**src/inc/sbbs_pkg.sv**
```systemverilog
// =====================================================================
// Shared constants for the serial baud, break and status block
// =====================================================================
package sbbs_pkg;

  // =====================================================================
  // Register map (byte addresses on the plain register port)
  // =====================================================================
  localparam logic [2:0] ADDR_STATUS_TWO = 3'h0;
  localparam logic [2:0] ADDR_DATA_BUF = 3'h1;
  localparam logic [2:0] ADDR_RATE_SEL = 3'h2;
  localparam logic [2:0] ADDR_PRESCALE = 3'h3;

  // =====================================================================
  // Field positions
  // =====================================================================
  localparam int BIT_BREAK_FLAG = 1;
  localparam int BIT_RX_ACTIVE = 0;
  localparam int BIT_LIN_TX = 7;
  localparam int BIT_LIN_RX = 6;
  localparam int POS_COARSE = 4;
  localparam int POS_RATE = 0;
  localparam int POS_INT_PRE = 5;
  localparam int POS_INSERT = 0;

  // =====================================================================
  // Reset values
  // =====================================================================
  localparam logic [7:0] RST_RATE_SEL = 8'h00;
  localparam logic [7:0] RST_PRESCALE = 8'h00;

  // =====================================================================
  // Timing counts, in receiver sample slots and bit times
  // =====================================================================
  localparam logic [7:0] SLOTS_PER_BIT = 8'h10;
  localparam logic [7:0] FALSE_START_SLOTS = 8'h07;
  localparam logic [3:0] BITS_BREAK_SHORT = 4'ha;
  localparam logic [3:0] BITS_BREAK_LONG = 4'hb;
  localparam logic [3:0] BITS_LIN_SHORT = 4'hb;
  localparam logic [3:0] BITS_LIN_LONG = 4'hc;
  localparam logic [3:0] BITS_IDLE_SHORT = 4'ha;
  localparam logic [3:0] BITS_IDLE_LONG = 4'hb;
  localparam logic [2:0] SLOT_PRE_DIV = 3'h4;
  localparam logic [4:0] FRAC_FRAME = 5'h1f;

  // Transmit break sequencer states
  typedef enum logic [1:0] {
    TXB_IDLE = 2'b00,
    TXB_LOW = 2'b01,
    TXB_MARK = 2'b10
  } sbbs_txb_state_type;

endpackage

```
**src/inc/sbbs_tick_if.sv**
```systemverilog
`timescale 1ns/1ps
// =====================================================================
// Sample-slot tick and break length settings shared inside the block
// =====================================================================
interface sbbs_tick_if;
  logic rt_tick;
  logic [3:0] break_bits;
  logic send_break;
  logic txd_low;
  logic busy;

  modport gen (output rt_tick);
  modport txb (input rt_tick, input break_bits, input send_break, output txd_low, output busy);
  modport top (input rt_tick, output break_bits, output send_break, input txd_low, input busy);
endinterface

```
**src/rtl/sbbs_top.sv**
```systemverilog
`timescale 1ns/1ps
// Contract
// - A break seen on the receive line sets the break flag; no interrupt.
// - Break also sets framing error, receive full, and clears ninth bit in 9-bit mode.
// - Break flag clears by status-two read with flag set, then data buffer read.
// - After clearing, new break needs ones on the line then a full break.
// - Reception-active sets on a low in the first sample slot of start search.
// - Reception-active clears on a false start or an idle character.
// - Data buffer read returns received byte, write supplies transmit byte; separate paths.
// - Data buffer contents are untouched by any reset.
// - LIN receive option needs 11 or 12 low bits per length selector.
// - LIN transmit option makes breaks 11 or 12 bit times per selector.
// - LIN receive length filters zero bytes up to 10.35 bits from breaks.
// - Coarse prescaler codes 00..11 divide by 1, 3, 4, 13.
// - Rate select divides by two to the field value; reset clears it.
// - Integer prescaler code 000 bypasses, else divides by code plus one.
// - Integer prescaler bypass also bypasses the fractional adjust.
// - Insertion field adds N extra clocks per 32 prescaler outputs.
// - Rate and prescaler registers set one rate for receiver and transmitter.
// - Baud equals clock over 64 times coarse, rate and integer-plus-fraction.
module sbbs_top
  import sbbs_pkg::*;
(
  input wire logic i_core_clk,
  input wire logic i_rstn,
  input wire logic [2:0] i_addr,
  input wire logic [7:0] i_wdata,
  input wire logic i_wr,
  input wire logic i_rd,
  output logic [7:0] o_rdata,
  input wire logic i_rxd,
  input wire logic i_char_long,
  input wire logic i_send_break,
  input wire logic i_rx_load,
  input wire logic [7:0] i_rx_byte,
  output logic o_framing_error_set,
  output logic o_receive_full_set,
  output logic o_ninth_bit_clear,
  output logic o_tx_load,
  output logic [7:0] o_tx_byte,
  output logic o_txd_break_low,
  output logic o_break_busy,
  output logic o_rt_tick
);
  import sbbs_pkg::*;

  // =====================================================================
  // State
  // =====================================================================
  typedef struct packed {
    logic [7:0] rate_sel;
    logic [7:0] prescale;
    logic break_flag;
    logic reception_active_flag;
    logic clear_armed;
    logic line_rearmed;
    logic [7:0] low_slots;
    logic [7:0] high_slots;
    logic idle_reported;
    logic [7:0] rdata;
    logic fe_set;
    logic rf_set;
    logic ninth_clear;
    logic tx_load;
    logic txd_low;
    logic break_busy;
    logic rt_tick;
  } sbbs_top_state_type;

  // Data paths kept apart from the reset state
  typedef struct packed {
    logic [7:0] rx_byte;
    logic [7:0] tx_byte;
  } sbbs_top_data_type;

  sbbs_top_state_type st_q, st_d;
  sbbs_top_data_type dat_q, dat_d;
  sbbs_tick_if tick_bus ();

  logic lin_rx;
  logic lin_tx;
  logic [3:0] rx_break_bits;
  logic [3:0] idle_bits;
  logic [7:0] rx_break_slots;
  logic [7:0] idle_slots;
  logic rd_status;
  logic rd_data;
  logic wr_data;
  logic slot;
  logic start_seen;
  logic false_start;
  logic idle_seen;
  logic break_seen;

  // =====================================================================
  // Submodules
  // =====================================================================
  // One tick source feeds both directions, so rates always match
  sbbs_baud_gen u_baud (
    .i_core_clk(i_core_clk),
    .i_rstn(i_rstn),
    .i_coarse_sel(st_q.rate_sel[POS_COARSE +: 2]),
    .i_rate_sel(st_q.rate_sel[POS_RATE +: 3]),
    .i_int_pre(st_q.prescale[POS_INT_PRE +: 3]),
    .i_insert(st_q.prescale[POS_INSERT +: 5]),
    .tick(tick_bus.gen)
  );

  sbbs_break_gen u_break (
    .i_core_clk(i_core_clk),
    .i_rstn(i_rstn),
    .tick(tick_bus.txb)
  );

  // =====================================================================
  // Option decode
  // =====================================================================
  assign lin_rx = st_q.rate_sel[BIT_LIN_RX];
  assign lin_tx = st_q.rate_sel[BIT_LIN_TX];
  assign slot = tick_bus.rt_tick;

  // Break lengths; without LIN options the plain lengths apply
  always_comb begin
    if (lin_rx) begin
      rx_break_bits = i_char_long ? BITS_LIN_LONG : BITS_LIN_SHORT;
    end else begin
      rx_break_bits = i_char_long ? BITS_BREAK_LONG : BITS_BREAK_SHORT;
    end
    if (lin_tx) begin
      tick_bus.break_bits = i_char_long ? BITS_LIN_LONG : BITS_LIN_SHORT;
    end else begin
      tick_bus.break_bits = i_char_long ? BITS_BREAK_LONG : BITS_BREAK_SHORT;
    end
    idle_bits = i_char_long ? BITS_IDLE_LONG : BITS_IDLE_SHORT;
  end

  assign tick_bus.send_break = i_send_break;
  assign rx_break_slots = {rx_break_bits, 4'h0};
  assign idle_slots = {idle_bits, 4'h0};

  // =====================================================================
  // Register port strobes
  // =====================================================================
  assign rd_status = i_rd && (i_addr == ADDR_STATUS_TWO);
  assign rd_data = i_rd && (i_addr == ADDR_DATA_BUF);
  assign wr_data = i_wr && (i_addr == ADDR_DATA_BUF);

  // =====================================================================
  // Receive line watcher
  // =====================================================================
  // First low slot while searching marks a start bit
  assign start_seen = slot && !i_rxd && (st_q.low_slots == 8'h0);
  // Line back high before mid start bit means a false start
  assign false_start = slot && i_rxd && (st_q.low_slots != 8'h0)
    && (st_q.low_slots <= FALSE_START_SLOTS);
  // A full idle character of ones, reported once per idle stretch
  assign idle_seen = slot && i_rxd && !st_q.idle_reported
    && (st_q.high_slots + 8'h1 >= idle_slots);
  // Low for a whole break length, only once the line has recovered
  assign break_seen = slot && !i_rxd && st_q.line_rearmed
    && (st_q.low_slots + 8'h1 >= rx_break_slots);

  // =====================================================================
  // Next state
  // =====================================================================
  always_comb begin
    st_d = st_q;

    // Slot counters saturate so long breaks do not wrap
    if (slot) begin
      if (i_rxd) begin
        st_d.low_slots = 8'h0;
        st_d.line_rearmed = 1'b1;
        if (st_q.high_slots != 8'hff) begin
          st_d.high_slots = st_q.high_slots + 8'h1;
        end
        if (idle_seen) begin
          st_d.idle_reported = 1'b1;
        end
      end else begin
        st_d.high_slots = 8'h0;
        st_d.idle_reported = 1'b0;
        if (st_q.low_slots != 8'hff) begin
          st_d.low_slots = st_q.low_slots + 8'h1;
        end
      end
    end
    if (break_seen) begin
      st_d.line_rearmed = 1'b0;
    end

    // Reception active: set on start slot, cleared on false start or idle
    if (start_seen) begin
      st_d.reception_active_flag = 1'b1;
    end else if (false_start || idle_seen) begin
      st_d.reception_active_flag = 1'b0;
    end

    // Break flag clear sequence: status read with flag set, then data read
    if (rd_status && st_q.break_flag) begin
      st_d.clear_armed = 1'b1;
    end
    if (rd_data && st_q.clear_armed) begin
      st_d.break_flag = 1'b0;
      st_d.clear_armed = 1'b0;
    end
    // A new break in the clearing cycle is kept
    if (break_seen) begin
      st_d.break_flag = 1'b1;
      st_d.clear_armed = 1'b0;
    end

    // Side effects of a break on the other receiver flags
    st_d.fe_set = break_seen;
    st_d.rf_set = break_seen;
    st_d.ninth_clear = break_seen && i_char_long;

    // Register writes
    if (i_wr) begin
      if (i_addr == ADDR_RATE_SEL) begin
        st_d.rate_sel = i_wdata;
      end else if (i_addr == ADDR_PRESCALE) begin
        st_d.prescale = i_wdata;
      end
    end
    st_d.tx_load = wr_data;

    // Read data stands only in the cycle after the strobe
    st_d.rdata = 8'h00;
    if (i_rd) begin
      if (i_addr == ADDR_STATUS_TWO) begin
        st_d.rdata[BIT_BREAK_FLAG] = st_q.break_flag;
        st_d.rdata[BIT_RX_ACTIVE] = st_q.reception_active_flag;
      end else if (i_addr == ADDR_DATA_BUF) begin
        st_d.rdata = dat_q.rx_byte;
      end else if (i_addr == ADDR_RATE_SEL) begin
        st_d.rdata = st_q.rate_sel;
      end else if (i_addr == ADDR_PRESCALE) begin
        st_d.rdata = st_q.prescale;
      end else begin
        st_d.rdata = 8'h00;
      end
    end

    // Registered copies of the submodule outputs
    st_d.txd_low = tick_bus.txd_low;
    st_d.break_busy = tick_bus.busy;
    st_d.rt_tick = tick_bus.rt_tick;
  end

  // Data buffer paths: receive side loads, transmit side takes writes
  always_comb begin
    dat_d = dat_q;
    if (i_rx_load) begin
      dat_d.rx_byte = i_rx_byte;
    end
    if (wr_data) begin
      dat_d.tx_byte = i_wdata;
    end
  end

  // =====================================================================
  // Registers
  // =====================================================================
  always_ff @(posedge i_core_clk or negedge i_rstn) begin
    if (!i_rstn) begin
      st_q <= '0;
      st_q.rate_sel <= RST_RATE_SEL;
      st_q.prescale <= RST_PRESCALE;
    end else begin
      st_q <= st_d;
    end
  end

  // No reset: buffer contents survive every reset
  always_ff @(posedge i_core_clk) begin
    dat_q <= dat_d;
  end

  // =====================================================================
  // Outputs
  // =====================================================================
  assign o_rdata = st_q.rdata;
  assign o_framing_error_set = st_q.fe_set;
  assign o_receive_full_set = st_q.rf_set;
  assign o_ninth_bit_clear = st_q.ninth_clear;
  assign o_tx_load = st_q.tx_load;
  assign o_tx_byte = dat_q.tx_byte;
  assign o_txd_break_low = st_q.txd_low;
  assign o_break_busy = st_q.break_busy;
  assign o_rt_tick = st_q.rt_tick;
endmodule // sbbs_top

```
**src/rtl/sbbs_baud_gen.sv**
```systemverilog
`timescale 1ns/1ps
// =====================================================================
// Baud generator: integer prescaler with spread clock insertion,
// then coarse, power-of-two and slot dividers
// =====================================================================
module sbbs_baud_gen
  import sbbs_pkg::*;
(
  input wire logic i_core_clk,
  input wire logic i_rstn,
  input wire logic [1:0] i_coarse_sel,
  input wire logic [2:0] i_rate_sel,
  input wire logic [2:0] i_int_pre,
  input wire logic [4:0] i_insert,
  sbbs_tick_if.gen tick
);
  typedef struct packed {
    logic [3:0] pre_cnt;
    logic [4:0] frac_acc;
    logic extra;
    logic [12:0] div_cnt;
    logic rt_tick;
  } sbbs_bg_state_type;

  sbbs_bg_state_type st_q, st_d;
  logic [3:0] coarse_div;
  logic [12:0] div_last;
  logic pre_tick;
  logic [5:0] acc_sum;

  // Coarse divisor 1, 3, 4 or 13
  always_comb begin
    case (i_coarse_sel)
      2'b00: coarse_div = 4'h1;
      2'b01: coarse_div = 4'h3;
      2'b10: coarse_div = 4'h4;
      default: coarse_div = 4'hd;
    endcase
  end

  // One combined divider: coarse x 2^rate x slot predivide
  assign div_last = (13'(coarse_div) * 13'(SLOT_PRE_DIV) << i_rate_sel) - 13'h1;

  // Next state of the prescaler chain
  always_comb begin
    st_d = st_q;
    acc_sum = {1'b0, st_q.frac_acc} + {1'b0, i_insert};
    pre_tick = 1'b0;
    if (i_int_pre == 3'h0) begin
      // Bypass skips the fine adjust too
      pre_tick = 1'b1;
      st_d.pre_cnt = 4'h0;
    end else if (st_q.pre_cnt >= {1'b0, i_int_pre} + {3'h0, st_q.extra}) begin
      pre_tick = 1'b1;
      st_d.pre_cnt = 4'h0;
      // Carry-out spreads N extra clocks evenly over 32 outputs
      st_d.frac_acc = acc_sum[4:0];
      st_d.extra = acc_sum[5];
    end else begin
      st_d.pre_cnt = st_q.pre_cnt + 4'h1;
    end
    st_d.rt_tick = 1'b0;
    if (pre_tick) begin
      if (st_q.div_cnt >= div_last) begin
        st_d.div_cnt = 13'h0;
        st_d.rt_tick = 1'b1;
      end else begin
        st_d.div_cnt = st_q.div_cnt + 13'h1;
      end
    end
  end

  // State register
  always_ff @(posedge i_core_clk or negedge i_rstn) begin
    if (!i_rstn) begin
      st_q <= '0;
    end else begin
      st_q <= st_d;
    end
  end

  assign tick.rt_tick = st_q.rt_tick;
endmodule // sbbs_baud_gen

```
**src/rtl/sbbs_break_gen.sv**
```systemverilog
`timescale 1ns/1ps
// =====================================================================
// Transmit break sequencer: a run of zeros, then one mark bit
// =====================================================================
module sbbs_break_gen
  import sbbs_pkg::*;
(
  input wire logic i_core_clk,
  input wire logic i_rstn,
  sbbs_tick_if.txb tick
);
  typedef struct packed {
    sbbs_txb_state_type state;
    logic [7:0] slot_cnt;
    logic txd_low;
  } sbbs_bk_state_type;

  sbbs_bk_state_type st_q, st_d;
  logic [7:0] low_slots;

  assign low_slots = {tick.break_bits, 4'h0};

  // Sequencer; a held request chains breaks with no mark between
  always_comb begin
    st_d = st_q;
    case (st_q.state)
      TXB_IDLE: begin
        if (tick.send_break && tick.rt_tick) begin
          st_d.state = TXB_LOW;
          st_d.slot_cnt = 8'h1;
          st_d.txd_low = 1'b1;
        end
      end
      TXB_LOW: begin
        if (tick.rt_tick) begin
          if (st_q.slot_cnt >= low_slots) begin
            st_d.slot_cnt = 8'h1;
            if (!tick.send_break) begin
              st_d.state = TXB_MARK;
              st_d.txd_low = 1'b0;
            end
          end else begin
            st_d.slot_cnt = st_q.slot_cnt + 8'h1;
          end
        end
      end
      TXB_MARK: begin
        if (tick.rt_tick) begin
          if (st_q.slot_cnt >= SLOTS_PER_BIT) begin
            st_d.state = TXB_IDLE;
          end else begin
            st_d.slot_cnt = st_q.slot_cnt + 8'h1;
          end
        end
      end
      default: st_d = '0;
    endcase
  end

  // State register
  always_ff @(posedge i_core_clk or negedge i_rstn) begin
    if (!i_rstn) begin
      st_q <= '0;
    end else begin
      st_q <= st_d;
    end
  end

  assign tick.txd_low = st_q.txd_low;
  assign tick.busy = (st_q.state != TXB_IDLE);
endmodule // sbbs_break_gen

```
**config.mk**
```make
export PLATFORM = sky130hd
export DESIGN_NAME = sbbs_top
export DESIGN_NICKNAME = d
export VERILOG_FILES = /design/src/inc/sbbs_pkg.sv /design/src/inc/sbbs_tick_if.sv /design/src/rtl/sbbs_top.sv /design/src/rtl/sbbs_baud_gen.sv /design/src/rtl/sbbs_break_gen.sv
export SDC_FILE = /design/constraint.sdc
export NUM_CORES = 1
export LEC_CHECK = 0
export BUFFER_PORTS_ARGS = -buffer_cell sky130_fd_sc_hd__clkbuf_2
export CAP_MARGIN = 20
export CORE_ASPECT_RATIO = 1.75
export CORE_MARGIN = 5
export CORE_UTILIZATION = 29
export CTS_BUF_LIST = sky130_fd_sc_hd__clkbuf_8
export DETAILED_ROUTE_END_ITERATION = 10
export PLACE_DENSITY = 0.42
export SYNTH_ARGS = -nofsm -noshare
export SYNTH_HDL_FRONTEND = slang
export SYNTH_SLANG_ARGS = --single-unit
```
**constraint.sdc**
```tcl
create_clock -name i_core_clk -period 7.8 [get_ports i_core_clk]
set_input_delay 0.78 -clock i_core_clk [delete_from_list [all_inputs] [get_ports i_core_clk]]
set_output_delay 0.78 -clock i_core_clk [all_outputs]
set_load 0.005 [all_outputs]
```
==> metrics.txt, run 1 <==
# TYPE chip_impl_metric gauge
chip_impl_info{name="outcome",value="finished, final reports clean"} 1
chip_impl_metric{name="post-route-drc-count",unit=""} 0
chip_impl_metric{name="rows",unit=""} 69
chip_impl_metric{name="core",unit="sq um"} 20200
chip_impl_metric{name="vias",unit=""} 4393
chip_impl_info{name="rsz_0062_raised_after_global_routing",value="false"} 1
chip_impl_metric{name="power_density",unit="nW/um^2"} 269
chip_impl_metric{name="final-max-slew-violation-count",unit=""} 0
chip_impl_metric{name="reg2reg_setup_slack",unit="ns"} 3.46
chip_impl_metric{name="antenna_left",unit=""} 0
chip_impl_metric{name="post_synth.cell_area_avg",unit="sq um"} 9.97
chip_impl_metric{name="synthMuxAreaShare",unit=""} 0.0542
chip_impl_info{name="worst_setup_path_start_kind",value="register"} 1
chip_impl_metric{name="clk_path_buf_depth",unit=""} 2
chip_impl_metric{name="routed_wl",unit="mm"} 14.0
chip_impl_metric{name="combinationalPowerShare",unit=""} 0.370
chip_impl_metric{name="max_cap_viol_count",unit=""} 0
chip_impl_info{name="criticalPathCategory",value="reg -> reg"} 1
chip_impl_metric{name="cts.sink_count",unit=""} 102
chip_impl_metric{name="critical_path.max_fanout",unit=""} 17
chip_impl_metric{name="report.final.setup_viol",unit=""} 0
chip_impl_metric{name="clock_tree.htree_level_count",unit=""} 3
chip_impl_metric{name="remaining_max_slew_budget_at_the_tightest_pin",unit=""} 0.343
chip_impl_metric{name="worstSkewPairLatency",unit="ns"} 0.38
chip_impl_metric{name="final_total_pwr",unit="uW"} 1730
chip_impl_metric{name="crit_required",unit="ns"} 8.08
chip_impl_metric{name="timing.final.crit_period",unit="ns"} 4.34
chip_impl_metric{name="design.die.area",unit="sq um"} 23400
chip_impl_metric{name="post_cts.repair.setup_buffers",unit=""} 0
chip_impl_metric{name="synth-adder-area-share",unit=""} 0.0922
chip_impl_metric{name="async_reset_ff_frac",unit=""} 0.843
chip_impl_metric{name="worstMarginPinSlew",unit="ns"} 0.982
chip_impl_info{name="cp_slowest_cell",value="sky130_fd_sc_hd__o211ai_1"} 1
chip_impl_metric{name="power_frac_clock",unit=""} 0.185
chip_impl_info{name="yosys_most_used_dff",value="sky130_fd_sc_hd__dfrtp_1"} 1
chip_impl_metric{name="yosysWarningCount",unit=""} 0
chip_impl_metric{name="hpwlAfterDp",unit="mm"} 10.4
chip_impl_metric{name="fin_util",unit=""} 0.319
chip_impl_info{name="critical-path-top-cell-by-count",value="sky130_fd_sc_hd__nor2_1"} 1
chip_impl_metric{name="r2r_cells",unit=""} 14
chip_impl_info{name="worst_hold_path_type",value="in -> async"} 1
chip_impl_metric{name="max-vdd-ir-drop",unit="V"} 0.000169
chip_impl_metric{name="numCtsBuffers",unit=""} 9
chip_impl_metric{name="critical-path-max-stage-delay",unit="ns"} 0.78
chip_impl_metric{name="leakage",unit="uW"} 0.00285
chip_impl_metric{name="part_of_the_total_power_dissipated_in_sequential_elements",unit=""} 0.446
chip_impl_metric{name="placement.setup.worst_slack",unit="ns"} 3.54
chip_impl_metric{name="cts_hold_repair.buffers",unit=""} 0
chip_impl_metric{name="timing.fmax",unit="MHz"} 231
chip_impl_info{name="largest_family_of_logic_cells_by_synthesized_area",value="simple AND/OR/NAND/NOR gates"} 1
chip_impl_metric{name="synth-simple-area-share",unit=""} 0.157
chip_impl_metric{name="grt_pass1_vias",unit=""} 4447
chip_impl_metric{name="final.hold.worst_slack",unit="ns"} 0.264
chip_impl_metric{name="power.share.switching",unit=""} 0.393
chip_impl_metric{name="final_replace_weighted_congestion",unit=""} 0.851
chip_impl_metric{name="grt_util_all_layers",unit=""} 0.121
chip_impl_metric{name="hold_viol",unit=""} 0
chip_impl_metric{name="detailedRoute.firstPassIterationCount",unit=""} 4
chip_impl_metric{name="synth.net_count",unit=""} 660
chip_impl_info{name="rr_endpoint",value="u_baud.st_q[1]"} 1
chip_impl_metric{name="grt_first_pass_wirelength",unit="mm"} 22.8
chip_impl_metric{name="seq_area_frac_synth",unit=""} 0.447
chip_impl_metric{name="final_nets",unit=""} 682
chip_impl_metric{name="final_critical_path_setup_slack",unit="ns"} 3.46
chip_impl_metric{name="start_util",unit=""} 0.292
chip_impl_metric{name="post_drt_via_cell_ratio",unit=""} 5.07
chip_impl_metric{name="synth-seq-cells",unit=""} 102
chip_impl_metric{name="overflow_left_after_global_routing",unit=""} 0
chip_impl_metric{name="post_cts_resized",unit=""} 0
chip_impl_metric{name="synth.lib_cells_used.distinct",unit=""} 67
chip_impl_metric{name="setup_tns",unit="ns"} 0
chip_impl_metric{name="clk_pin_slew_worst_paths",unit="ns"} 0.11
chip_impl_metric{name="design.portCount",unit=""} 50
chip_impl_metric{name="switching_power_of_the_nets",unit="uW"} 680
chip_impl_info{name="cts_root_buffer",value="sky130_fd_sc_hd__clkbuf_8"} 1
chip_impl_metric{name="area_growth_from_synthesis_to_final_layout",unit="%"} 9.26
chip_impl_metric{name="grt_start_max_net_pins",unit=""} 68
chip_impl_metric{name="wl_per_cell",unit="um"} 16.1
chip_impl_metric{name="antenna_found_initial",unit=""} 0
chip_impl_info{name="regToRegStartpoint",value="st_q[44]"} 1
chip_impl_metric{name="antenna-diode-count",unit=""} 0
chip_impl_metric{name="syn_inst",unit=""} 591
chip_impl_metric{name="synth-compound-area-share",unit=""} 0.156
chip_impl_info{name="tritoncts",value="yes"} 1
chip_impl_metric{name="yosys.area_share.xor_xnor",unit=""} 0.0386
chip_impl_metric{name="first_iter_violations",unit=""} 128
chip_impl_metric{name="fraction_of_final_layout_cells_with_drive_strength_greater_than_1",unit=""} 0.172
chip_impl_info{name="critPathCaptureType",value="register"} 1
chip_impl_info{name="path_cells",value="nor2_1 > nand2_1 > or2_2 > ha_1 > nor3_1 > a21oi_1 > nor2_1 > a221oi_1 > ha_1 > o2111a_1 > a21oi_1 > o211ai_1 > nor2_1 > mux2_2"} 1
chip_impl_metric{name="crit_path_arrival_time",unit="ns"} 4.62
chip_impl_metric{name="internal_power",unit="uW"} 1050
chip_impl_metric{name="post_route_skew",unit="ns"} 0.0130
chip_impl_metric{name="dieWidth",unit="um"} 118
chip_impl_metric{name="buffer_ports.inserted",unit=""} 49
chip_impl_metric{name="count_of_flip_flops_with_a_built_in_enable_after_synthesis",unit=""} 16
chip_impl_metric{name="fillerInstances",unit=""} 2133
chip_impl_metric{name="synthesis.area",unit="sq um"} 5890
chip_impl_metric{name="fin_crit_sh",unit=""} 0.556
chip_impl_metric{name="chipHeight",unit="um"} 199
chip_impl_info{name="worst_setup_path_startpoint",value="st_q[44]"} 1
[stage by stage]
| step | instance area (sq um) | std cells |
|---|---|---|
| 4_1_cts | 6440 | 866 |
| 5_1_grt | 6440 | 866 |
| 6_report | 6440 | 866 |
| 3_5_place_dp | 6260 | 850 |
| 2_1_floorplan | 5890 | 591 |
| 3_3_place_gp | 6260 | 850 |
[cell type report]
| cell class | count | area (sq um) | area share |
|---|---|---|---|
| Clock inverter | 7 | 50.0 | 0.00777 |
| Clock buffer | 9 | 124 | 0.0192 |
| Tap cell | 248 | 310 | 0.0482 |
| Inverter | 25 | 93.8 | 0.0146 |
| Timing Repair Buffer | 54 | 285 | 0.0443 |
| Multi-Input combinational cell | 421 | 2940 | 0.457 |
| Sequential cell | 102 | 2630 | 0.409 |
[how the worst max path moves through the flow]
stage | to | slack, ns | cells past startpoint
floorplan | u_baud.st_q[9] | 4.36 | 17
finish | u_baud.st_q[1] | 3.46 | 14
global route | u_baud.st_q[6] | 3.09 | 14
detailed placement | u_baud.st_q[1] | 3.54 | 14
global placement | u_baud.st_q[1] | 3.65 | 14
CTS | u_baud.st_q[1] | 3.51 | 14
[flip-flops by register name, indices dropped and copies added, names as in the netlist]
name and cells:
o_tx_load 1, o_rt_tick 1, lin_rx 1, o_ninth_bit_clear 1
u_break.st_q 10, u_break.tick.txd_low 1, o_rdata 8, u_baud.st_q 23
o_receive_full_set 1, o_break_busy 1, dat_q 8, o_tx_byte 8
u_baud.tick.rt_tick 1, lin_tx 1, o_txd_break_low 1, st_q 35
[synth_stat cells (6+ instances only)]
library cell / number / share of area
sky130_fd_sc_hd__dfrtp_1: 86 / 0.37
sky130_fd_sc_hd__nor2_1: 53 / 0.034
sky130_fd_sc_hd__nand2_1: 42 / 0.027
sky130_fd_sc_hd__ha_1: 41 / 0.087
sky130_fd_sc_hd__o21ai_0: 39 / 0.033
sky130_fd_sc_hd__a21oi_1: 32 / 0.027
sky130_fd_sc_hd__inv_1: 25 / 0.016
sky130_fd_sc_hd__mux2_2: 23 / 0.044
sky130_fd_sc_hd__clkbuf_1: 21 / 0.013
sky130_fd_sc_hd__buf_4: 17 / 0.022
sky130_fd_sc_hd__edfxtp_1: 16 / 0.082
sky130_fd_sc_hd__xnor2_1: 15 / 0.022
sky130_fd_sc_hd__nor2b_1: 14 / 0.015
sky130_fd_sc_hd__a22o_1: 12 / 0.018
sky130_fd_sc_hd__and3_1: 12 / 0.013
sky130_fd_sc_hd__nand4_1: 11 / 0.012
sky130_fd_sc_hd__xor2_1: 11 / 0.016
sky130_fd_sc_hd__nand3_1: 10 / 0.0085
sky130_fd_sc_hd__a21o_1: 8 / 0.010
sky130_fd_sc_hd__a22oi_1: 7 / 0.0089
sky130_fd_sc_hd__nor3_1: 7 / 0.0059
sky130_fd_sc_hd__and2_1: 6 / 0.0064
sky130_fd_sc_hd__mux2i_1: 6 / 0.010
[worst max-delay path: cells and delay by family, from the launching register on]
| family | cells | cell delay (ns) |
|---|---|---|
| simple gates | 6 | 1.43 |
| compound gates | 5 | 1.16 |
| fa+ha+maj | 2 | 0.67 |
| flops | 1 | 0.59 |
| mux | 1 | 0.37 |
[layer usage]
metal / up-vias / global-route usage / wire, um
li1: 2150 / - / -
met2: 82 / 0.224 / 7650
met5: - / 0 / 0
met3: 25 / 0.0205 / 398
met1: 2136 / 0.134 / 5530
met4: 0 / 0.0570 / 398
[power groups by stage]
stage / Clock [uW] / Combinational, uW / Sequential, uW
2_1_floorplan: 0 / 524 / 726
3_3_place_gp: 0 / 637 / 779
3_5_place_dp: 0 / 652 / 783
4_1_cts: 339 / 654 / 773
5_1_grt: 355 / 742 / 794
6_report: 319 / 640 / 771
[cells in the final DEF (no fill, tap or decap), drive strengths merged, types with 15 or more instances in the layout]
cell type	n
dfrtp	86
inv	29
mux2	23
a21oi	32
clkbuf	57
edfxtp	16
o21ai	43
xnor2	15
nor2	53
ha	41
nand2	42
[kinds of logic (layout without fill, tap and decap cells)]
kind of cell / Yosys count / after routing
AOI/OAI and AO/OA: 140 / 140
xor gates and xnor gates: 26 / 26
adders and majority gates: 43 / 43
buffers and inverters: 68 / 95
DFF: 102 / 102
muxes: 29 / 29
and+or+nand+nor: 183 / 183
Power figures use the tool's default switching activity.
==> inputs of run 2 (changes only) <==
==> constraint.sdc (replaced) <==
create_clock -name i_core_clk -period 4.3 [get_ports i_core_clk]
set_input_delay 0.43 -clock i_core_clk [delete_from_list [all_inputs] [get_ports i_core_clk]]
set_output_delay 0.43 -clock i_core_clk [all_outputs]
set_load 0.005 [all_outputs]
==> metrics.txt, run 2 (synthesis results as in run 1) <==
# TYPE chip_impl_metric gauge
chip_impl_metric{name="vias",unit=""} 4403
chip_impl_metric{name="leakage",unit="uW"} 0.00289
chip_impl_metric{name="rows",unit=""} 69
chip_impl_metric{name="post_cts.repair.setup_buffers",unit=""} 0
chip_impl_metric{name="fin_crit_sh",unit=""} 0.834
chip_impl_metric{name="grt_start_max_net_pins",unit=""} 59
chip_impl_metric{name="fraction_of_final_layout_cells_with_drive_strength_greater_than_1",unit=""} 0.180
chip_impl_metric{name="report.final.setup_viol",unit=""} 0
chip_impl_metric{name="critical_path.max_fanout",unit=""} 15
chip_impl_info{name="layout.cells.most_common",value="sky130_fd_sc_hd__dfrtp_1"} 1
chip_impl_metric{name="design.portCount",unit=""} 50
chip_impl_metric{name="multi_input_comb_area",unit="sq um"} 2940
chip_impl_metric{name="chipHeight",unit="um"} 199
chip_impl_metric{name="antenna_found_initial",unit=""} 0
chip_impl_metric{name="grt_first_pass_wirelength",unit="mm"} 23.5
chip_impl_info{name="final_cell_mix",value="86 x sky130_fd_sc_hd__dfrtp_1, 53 x sky130_fd_sc_hd__nor2_1, 48 x sky130_fd_sc_hd__clkbuf_2"} 1
chip_impl_metric{name="final_critical_path_setup_slack",unit="ns"} 0.715
chip_impl_metric{name="max_cap_viol_count",unit=""} 0
chip_impl_info{name="worst_hold_path_type",value="in -> async"} 1
chip_impl_metric{name="cts_hold_repair.buffers",unit=""} 0
chip_impl_metric{name="routed_wl",unit="mm"} 14.2
chip_impl_metric{name="worstSkewPairLatency",unit="ns"} 0.40
chip_impl_info{name="criticalPathCategory",value="reg -> reg"} 1
chip_impl_metric{name="clock_tree.htree_level_count",unit=""} 3
chip_impl_info{name="worst_setup_path_start_kind",value="register"} 1
chip_impl_metric{name="numCtsBuffers",unit=""} 9
chip_impl_metric{name="final-max-slew-violation-count",unit=""} 0
chip_impl_metric{name="design.die.area",unit="sq um"} 23400
chip_impl_metric{name="overflow_left_after_global_routing",unit=""} 0
chip_impl_metric{name="antenna-diode-count",unit=""} 0
chip_impl_metric{name="core",unit="sq um"} 20200
chip_impl_metric{name="area.sequential",unit="sq um"} 2630
chip_impl_metric{name="final_total_pwr",unit="uW"} 3240
chip_impl_metric{name="final_replace_weighted_congestion",unit=""} 0.826
chip_impl_info{name="max_flop_register",value="st_q"} 1
chip_impl_metric{name="detailedRoute.firstPassIterationCount",unit=""} 4
chip_impl_metric{name="antenna_left",unit=""} 0
chip_impl_metric{name="timing.final.crit_period",unit="ns"} 3.58
chip_impl_metric{name="final_nets",unit=""} 686
chip_impl_metric{name="placement.setup.worst_slack",unit="ns"} 0.761
chip_impl_metric{name="fillerInstances",unit=""} 2128
chip_impl_metric{name="post_route_skew",unit="ns"} 0.0233
chip_impl_metric{name="clk_path_buf_depth",unit=""} 2
chip_impl_metric{name="post_cts_resized",unit=""} 0
chip_impl_metric{name="crit_required",unit="ns"} 4.57
chip_impl_info{name="outcome",value="finished, final reports clean"} 1
chip_impl_metric{name="hpwlAfterDp",unit="mm"} 10.5
chip_impl_metric{name="largest_register_ff_count",unit=""} 35
chip_impl_info{name="critPathCaptureType",value="register"} 1
chip_impl_metric{name="hold_viol",unit=""} 0
chip_impl_info{name="tritoncts",value="yes"} 1
chip_impl_info{name="cts_root_buffer",value="sky130_fd_sc_hd__clkbuf_8"} 1
chip_impl_metric{name="cts.sink_count",unit=""} 102
chip_impl_metric{name="area_growth_from_synthesis_to_final_layout",unit="%"} 10.3
chip_impl_metric{name="buffer_ports.inserted",unit=""} 49
chip_impl_metric{name="setup_tns",unit="ns"} 0
chip_impl_metric{name="post-route-drc-count",unit=""} 0
chip_impl_metric{name="first_iter_violations",unit=""} 94
chip_impl_metric{name="dieWidth",unit="um"} 118
chip_impl_info{name="rsz_0062_raised_after_global_routing",value="false"} 1
chip_impl_metric{name="max-vdd-ir-drop",unit="V"} 0.000219
chip_impl_metric{name="worstMarginPinSlew",unit="ns"} 0.796
chip_impl_metric{name="crit_path_arrival_time",unit="ns"} 3.86
chip_impl_metric{name="timing.fmax",unit="MHz"} 279
chip_impl_info{name="largest_registers",value="st_q x35, u_baud.st_q x23, u_break.st_q x10"} 1
chip_impl_metric{name="remaining_max_slew_budget_at_the_tightest_pin",unit=""} 0.470
chip_impl_metric{name="grt_pass1_vias",unit=""} 4613
chip_impl_metric{name="grt_util_all_layers",unit=""} 0.124
chip_impl_metric{name="post_drt_via_cell_ratio",unit=""} 5.06
chip_impl_metric{name="clk_pin_slew_worst_paths",unit="ns"} 0.12
chip_impl_metric{name="wl_per_cell",unit="um"} 16.3
chip_impl_metric{name="start_util",unit=""} 0.292
chip_impl_metric{name="power_density",unit="nW/um^2"} 499
[run 2: cell count changes in the layout (fill, tap and decap cells not counted)]
cell / delta
sky130_fd_sc_hd__clkinvlp_4: -3
sky130_fd_sc_hd__buf_4: +4
sky130_fd_sc_hd__inv_1: -2
sky130_fd_sc_hd__inv_6: +2
sky130_fd_sc_hd__clkinv_8: +2
sky130_fd_sc_hd__inv_8: +1
[run 2: layer usage]
| layer | vias to the layer above | global-route usage | share of wire |
|---|---|---|---|
| li1 | 2162 | - | - |
| met1 | 2170 | 0.134 | 0.39 |
| met2 | 51 | 0.237 | 0.56 |
| met3 | 20 | 0.0216 | 0.027 |
| met4 | 0 | 0.0463 | 0.021 |
| met5 | - | 0 | 0 |
[run 2: worst max-delay path, cell delays in order (launching register included)]
cell	delay [ns]
sky130_fd_sc_hd__dfrtp_1	0.57
sky130_fd_sc_hd__inv_1	0.19
sky130_fd_sc_hd__maj3_1	0.36
sky130_fd_sc_hd__nand2_1	0.08
sky130_fd_sc_hd__ha_1	0.41
sky130_fd_sc_hd__nor3_1	0.14
sky130_fd_sc_hd__a21oi_1	0.14
sky130_fd_sc_hd__nor2_1	0.05
sky130_fd_sc_hd__a221oi_1	0.23
sky130_fd_sc_hd__ha_1	0.19
sky130_fd_sc_hd__o2111a_1	0.17
sky130_fd_sc_hd__a21oi_1	0.07
sky130_fd_sc_hd__o211ai_1	0.17
sky130_fd_sc_hd__buf_4	0.22
sky130_fd_sc_hd__nor2_1	0.05
sky130_fd_sc_hd__buf_4	0.17
sky130_fd_sc_hd__mux2_2	0.26
[run 2: final timing paths]
check / to / slack [ns] / depth (start not counted) / startpoint
setup / recovery: u_baud.st_q[1] / 0.72 / 16 / st_q[49]
hold / removal: o_rt_tick / 0.11 / 1 / i_rstn
setup reg to reg: u_baud.st_q[1] / 0.72 / 16 / st_q[49]
hold reg to reg: o_txd_break_low / 0.42 / 0 / u_break.tick.txd_low
max in group asynchronous: st_q[49] / 3.27 / 2 / i_rstn
min in group i_core_clk: dat_q[10] / 0.20 / 1 / i_rx_byte[2]
[run 2: power breakdown]
group | internal [uW] | switching, uW | leakage (uW) | total (uW)
logic | 552 | 655 | 0.00154 | 1210
clock network | 235 | 409 | 0.000104 | 644
registers | 1170 | 223 | 0.00124 | 1390
total | 1950 | 1290 | 0.00289 | 3240
[run 2: cell type report]
cell class | count | area share
Clock inverter | 7 | 0.0125
Timing Repair Buffer | 58 | 0.0485
Clock buffer | 9 | 0.0191
Sequential cell | 102 | 0.405
Multi-Input combinational cell | 421 | 0.453
Inverter | 25 | 0.0144
Tap cell | 248 | 0.0477
[run 2: stage by stage]
| stage | cell area (sq um) | hold WS, ns | util | cells |
|---|---|---|---|---|
| 6_report | 6500 | 0.106 | 0.322 | 870 |
| 5_1_grt | 6500 | 0.169 | 0.322 | 870 |
| 4_1_cts | 6500 | 0.133 | 0.322 | 870 |
| 3_5_place_dp | 6290 | 0.391 | 0.312 | 854 |
| 3_3_place_gp | 6290 | 0.381 | 0.312 | 854 |
| 2_1_floorplan | 5890 | 0.134 | - | 591 |
==> inputs of run 3 (changes only) <==
==> constraint.sdc (replaced) <==
create_clock -name i_core_clk -period 3.6 [get_ports i_core_clk]
set_input_delay 0.36 -clock i_core_clk [delete_from_list [all_inputs] [get_ports i_core_clk]]
set_output_delay 0.36 -clock i_core_clk [all_outputs]
set_load 0.005 [all_outputs]
==> metrics.txt, run 3 (synthesis results as in run 1) <==
# TYPE chip_impl_metric gauge
chip_impl_info{name="outcome",value="finished, final reports clean"} 1
chip_impl_metric{name="grt_first_pass_wirelength",unit="mm"} 23.7
chip_impl_info{name="worst_setup_path_startpoint",value="st_q[48]"} 1
chip_impl_metric{name="critical_path.max_fanout",unit=""} 8
chip_impl_metric{name="start_util",unit=""} 0.292
chip_impl_metric{name="final_replace_weighted_congestion",unit=""} 0.814
chip_impl_info{name="largest_registers",value="st_q x35, u_baud.st_q x23, u_break.st_q x10"} 1
chip_impl_metric{name="largest_register_ff_count",unit=""} 35
chip_impl_metric{name="design.portCount",unit=""} 50
chip_impl_metric{name="antenna_found_initial",unit=""} 0
chip_impl_metric{name="critical-path-max-stage-delay",unit="ns"} 0.39
chip_impl_metric{name="hpwlAfterDp",unit="mm"} 10.9
chip_impl_metric{name="holdPathStages",unit=""} 1
chip_impl_info{name="max_flop_register",value="st_q"} 1
chip_impl_metric{name="grt_util_all_layers",unit=""} 0.128
chip_impl_metric{name="report.final.setup_viol",unit=""} 0
chip_impl_metric{name="grt_start_max_net_pins",unit=""} 38
chip_impl_metric{name="instances_no_fill",unit=""} 877
chip_impl_metric{name="post_drt_via_cell_ratio",unit=""} 5.04
chip_impl_metric{name="final_critical_path_setup_slack",unit="ns"} 0.398
chip_impl_metric{name="area_growth_from_synthesis_to_final_layout",unit="%"} 11.4
chip_impl_metric{name="cp_num_cells",unit=""} 15
chip_impl_metric{name="chipHeight",unit="um"} 199
chip_impl_metric{name="fin_crit_sh",unit=""} 0.889
chip_impl_metric{name="post_route_skew",unit="ns"} 0.0172
chip_impl_info{name="path_cells",value="buf_4 > maj3_1 > nand2_1 > ha_1 > nor3_1 > a21o_1 > a22oi_1 > ha_1 > a211oi_1 > nor2_1 > nor2_1 > o211ai_1 > buf_4 > nor4_1 > a211o_1"} 1
chip_impl_metric{name="dieWidth",unit="um"} 118
chip_impl_info{name="worst_hold_path_type",value="in -> reg"} 1
chip_impl_info{name="rr_endpoint",value="u_baud.st_q[4]"} 1
chip_impl_metric{name="reg2reg_setup_slack",unit="ns"} 0.40
chip_impl_metric{name="max_cap_viol_count",unit=""} 0
chip_impl_metric{name="grt_pass1_vias",unit=""} 4522
chip_impl_metric{name="final_nets",unit=""} 693
chip_impl_metric{name="timing.fmax",unit="MHz"} 312
chip_impl_info{name="cp-endpoint",value="u_baud.st_q[4]"} 1
chip_impl_metric{name="clk_path_buf_depth",unit=""} 2
chip_impl_metric{name="final-max-slew-violation-count",unit=""} 0
chip_impl_metric{name="power_density",unit="nW/um^2"} 602
chip_impl_metric{name="cp_num_buf_inv",unit=""} 2
chip_impl_metric{name="fillerInstances",unit=""} 2104
chip_impl_metric{name="crit_required",unit="ns"} 3.96
chip_impl_metric{name="buffer_ports.inserted",unit=""} 49
chip_impl_metric{name="first_iter_violations",unit=""} 155
chip_impl_metric{name="place.detailed.instances",unit=""} 860
chip_impl_metric{name="setup_tns",unit="ns"} 0
chip_impl_metric{name="wl_per_cell",unit="um"} 16.7
chip_impl_metric{name="rows",unit=""} 69
chip_impl_metric{name="overflow_left_after_global_routing",unit=""} 0
chip_impl_metric{name="post_cts.repair.setup_buffers",unit=""} 0
chip_impl_info{name="final_cell_mix",value="86 x sky130_fd_sc_hd__dfrtp_1, 53 x sky130_fd_sc_hd__nor2_1, 48 x sky130_fd_sc_hd__clkbuf_2"} 1
chip_impl_metric{name="crit_path_arrival_time",unit="ns"} 3.56
chip_impl_metric{name="post-route-drc-count",unit=""} 0
chip_impl_info{name="critPathCaptureType",value="register"} 1
chip_impl_info{name="timing.critical_path.max_delay_family",value="adder cells"} 1
chip_impl_metric{name="cts.sink_count",unit=""} 102
chip_impl_metric{name="placement.setup.worst_slack",unit="ns"} 0.389
chip_impl_metric{name="detailedRoute.firstPassIterationCount",unit=""} 5
chip_impl_info{name="cp_slowest_cell",value="sky130_fd_sc_hd__dfrtp_1"} 1
chip_impl_info{name="worst_setup_path_start_kind",value="register"} 1
chip_impl_metric{name="clock_tree.htree_level_count",unit=""} 3
chip_impl_metric{name="antenna_left",unit=""} 0
chip_impl_info{name="criticalPathCategory",value="reg -> reg"} 1
chip_impl_metric{name="remaining_max_slew_budget_at_the_tightest_pin",unit=""} 0.536
chip_impl_metric{name="max-vdd-ir-drop",unit="V"} 0.000276
chip_impl_metric{name="leakage",unit="uW"} 0.00292
chip_impl_metric{name="hold_viol",unit=""} 0
chip_impl_info{name="rsz_0062_raised_after_global_routing",value="false"} 1
chip_impl_metric{name="vias",unit=""} 4422
chip_impl_metric{name="worstSkewPairLatency",unit="ns"} 0.41
chip_impl_metric{name="timing.final.crit_period",unit="ns"} 3.20
chip_impl_metric{name="routed_wl",unit="mm"} 14.6
chip_impl_metric{name="fin_util",unit=""} 0.325
chip_impl_metric{name="antenna-diode-count",unit=""} 0
chip_impl_metric{name="numCtsBuffers",unit=""} 9
chip_impl_info{name="cts_root_buffer",value="sky130_fd_sc_hd__clkbuf_8"} 1
chip_impl_metric{name="core",unit="sq um"} 20200
chip_impl_metric{name="clk_pin_slew_worst_paths",unit="ns"} 0.11
chip_impl_metric{name="worstMarginPinSlew",unit="ns"} 0.697
chip_impl_metric{name="r2r_cells",unit=""} 15
chip_impl_info{name="regToRegStartpoint",value="st_q[48]"} 1
chip_impl_metric{name="fraction_of_final_layout_cells_with_drive_strength_greater_than_1",unit=""} 0.188
chip_impl_info{name="tritoncts",value="yes"} 1
chip_impl_info{name="layout.cells.most_common",value="sky130_fd_sc_hd__dfrtp_1"} 1
chip_impl_metric{name="design.die.area",unit="sq um"} 23400
[run 3: cell types whose count changed in the layout (fill, tap and decap cells not counted), sizes merged]
cell,previous run,this run
buf,10,16
inv,30,27
clkinvlp,0,2
bufinv,0,1
dlygate4sd3,0,1
[run 3: layer usage]
layer / vias to the layer above / track usage / share of wire
met5: - / 0 / 0
met4: 0 / 0.0621 / 0.024
met3: 17 / 0.0174 / 0.021
met2: 61 / 0.245 / 0.56
met1: 2174 / 0.136 / 0.39
li1: 2170 / - / -
[run 3: worst reg2reg max path: stages, from the launching register on]
cell                       delay (ns)
sky130_fd_sc_hd__dfrtp_1         0.39
sky130_fd_sc_hd__buf_4           0.17
sky130_fd_sc_hd__maj3_1          0.36
sky130_fd_sc_hd__nand2_1         0.08
sky130_fd_sc_hd__ha_1            0.28
sky130_fd_sc_hd__nor3_1          0.11
sky130_fd_sc_hd__a21o_1          0.16
sky130_fd_sc_hd__a22oi_1         0.18
sky130_fd_sc_hd__ha_1            0.27
sky130_fd_sc_hd__a211oi_1        0.23
sky130_fd_sc_hd__nor2_1          0.07
sky130_fd_sc_hd__nor2_1          0.12
sky130_fd_sc_hd__o211ai_1        0.16
sky130_fd_sc_hd__buf_4           0.19
sky130_fd_sc_hd__nor4_1          0.23
sky130_fd_sc_hd__a211o_1         0.13
[run 3: layout make-up]
type / count / area (sq um) / area share
clock buffers: 9 / 124 / 0.0189
repair buffers: 65 / 370 / 0.0564
flip-flops and latches: 102 / 2630 / 0.401
inverters: 25 / 93.8 / 0.0143
multi-input cells: 421 / 2940 / 0.448
well taps: 248 / 310 / 0.0473
clock inverters: 7 / 92.6 / 0.0141
[run 3: worst min path at each step]
| stage | from | to | slack (ns) |
|---|---|---|---|
| global placement | i_rstn | u_baud.st_q[9] | 0.38 |
| floorplan | i_rstn | lin_rx | 0.06 |
| finish | i_rx_byte[5] | dat_q[13] | 0.11 |
| CTS | i_rx_byte[5] | dat_q[13] | 0.08 |
| detailed placement | i_rstn | u_baud.st_q[11] | 0.39 |
| global route | i_rx_byte[5] | dat_q[13] | 0.10 |
[run 3: timing repair]
action / 4_1_cts / 5_1_grt
hold buffers: 1 / 0
gates resized for setup: 0 / 0
endpoints found under the hold margin: 35 / 0
[run 3: per-stage QoR]
stage	power [uW]	hold slack [ns]	area, sq um
2_1_floorplan	2710	0.0644	5890
3_3_place_gp	3150	0.384	6340
3_5_place_dp	3180	0.386	6340
4_1_cts	4020	0.0831	6570
5_1_grt	4290	0.102	6570
6_report	3950	0.115	6570
[run 3: power by group]
part | switching, uW | internal, uW | total (uW) | leakage, uW
logic | 812 | 680 | 1490 | 0.00158
clock network | 480 | 338 | 818 | 0.000102
registers | 249 | 1390 | 1640 | 0.00124
total | 1540 | 2410 | 3950 | 0.00292
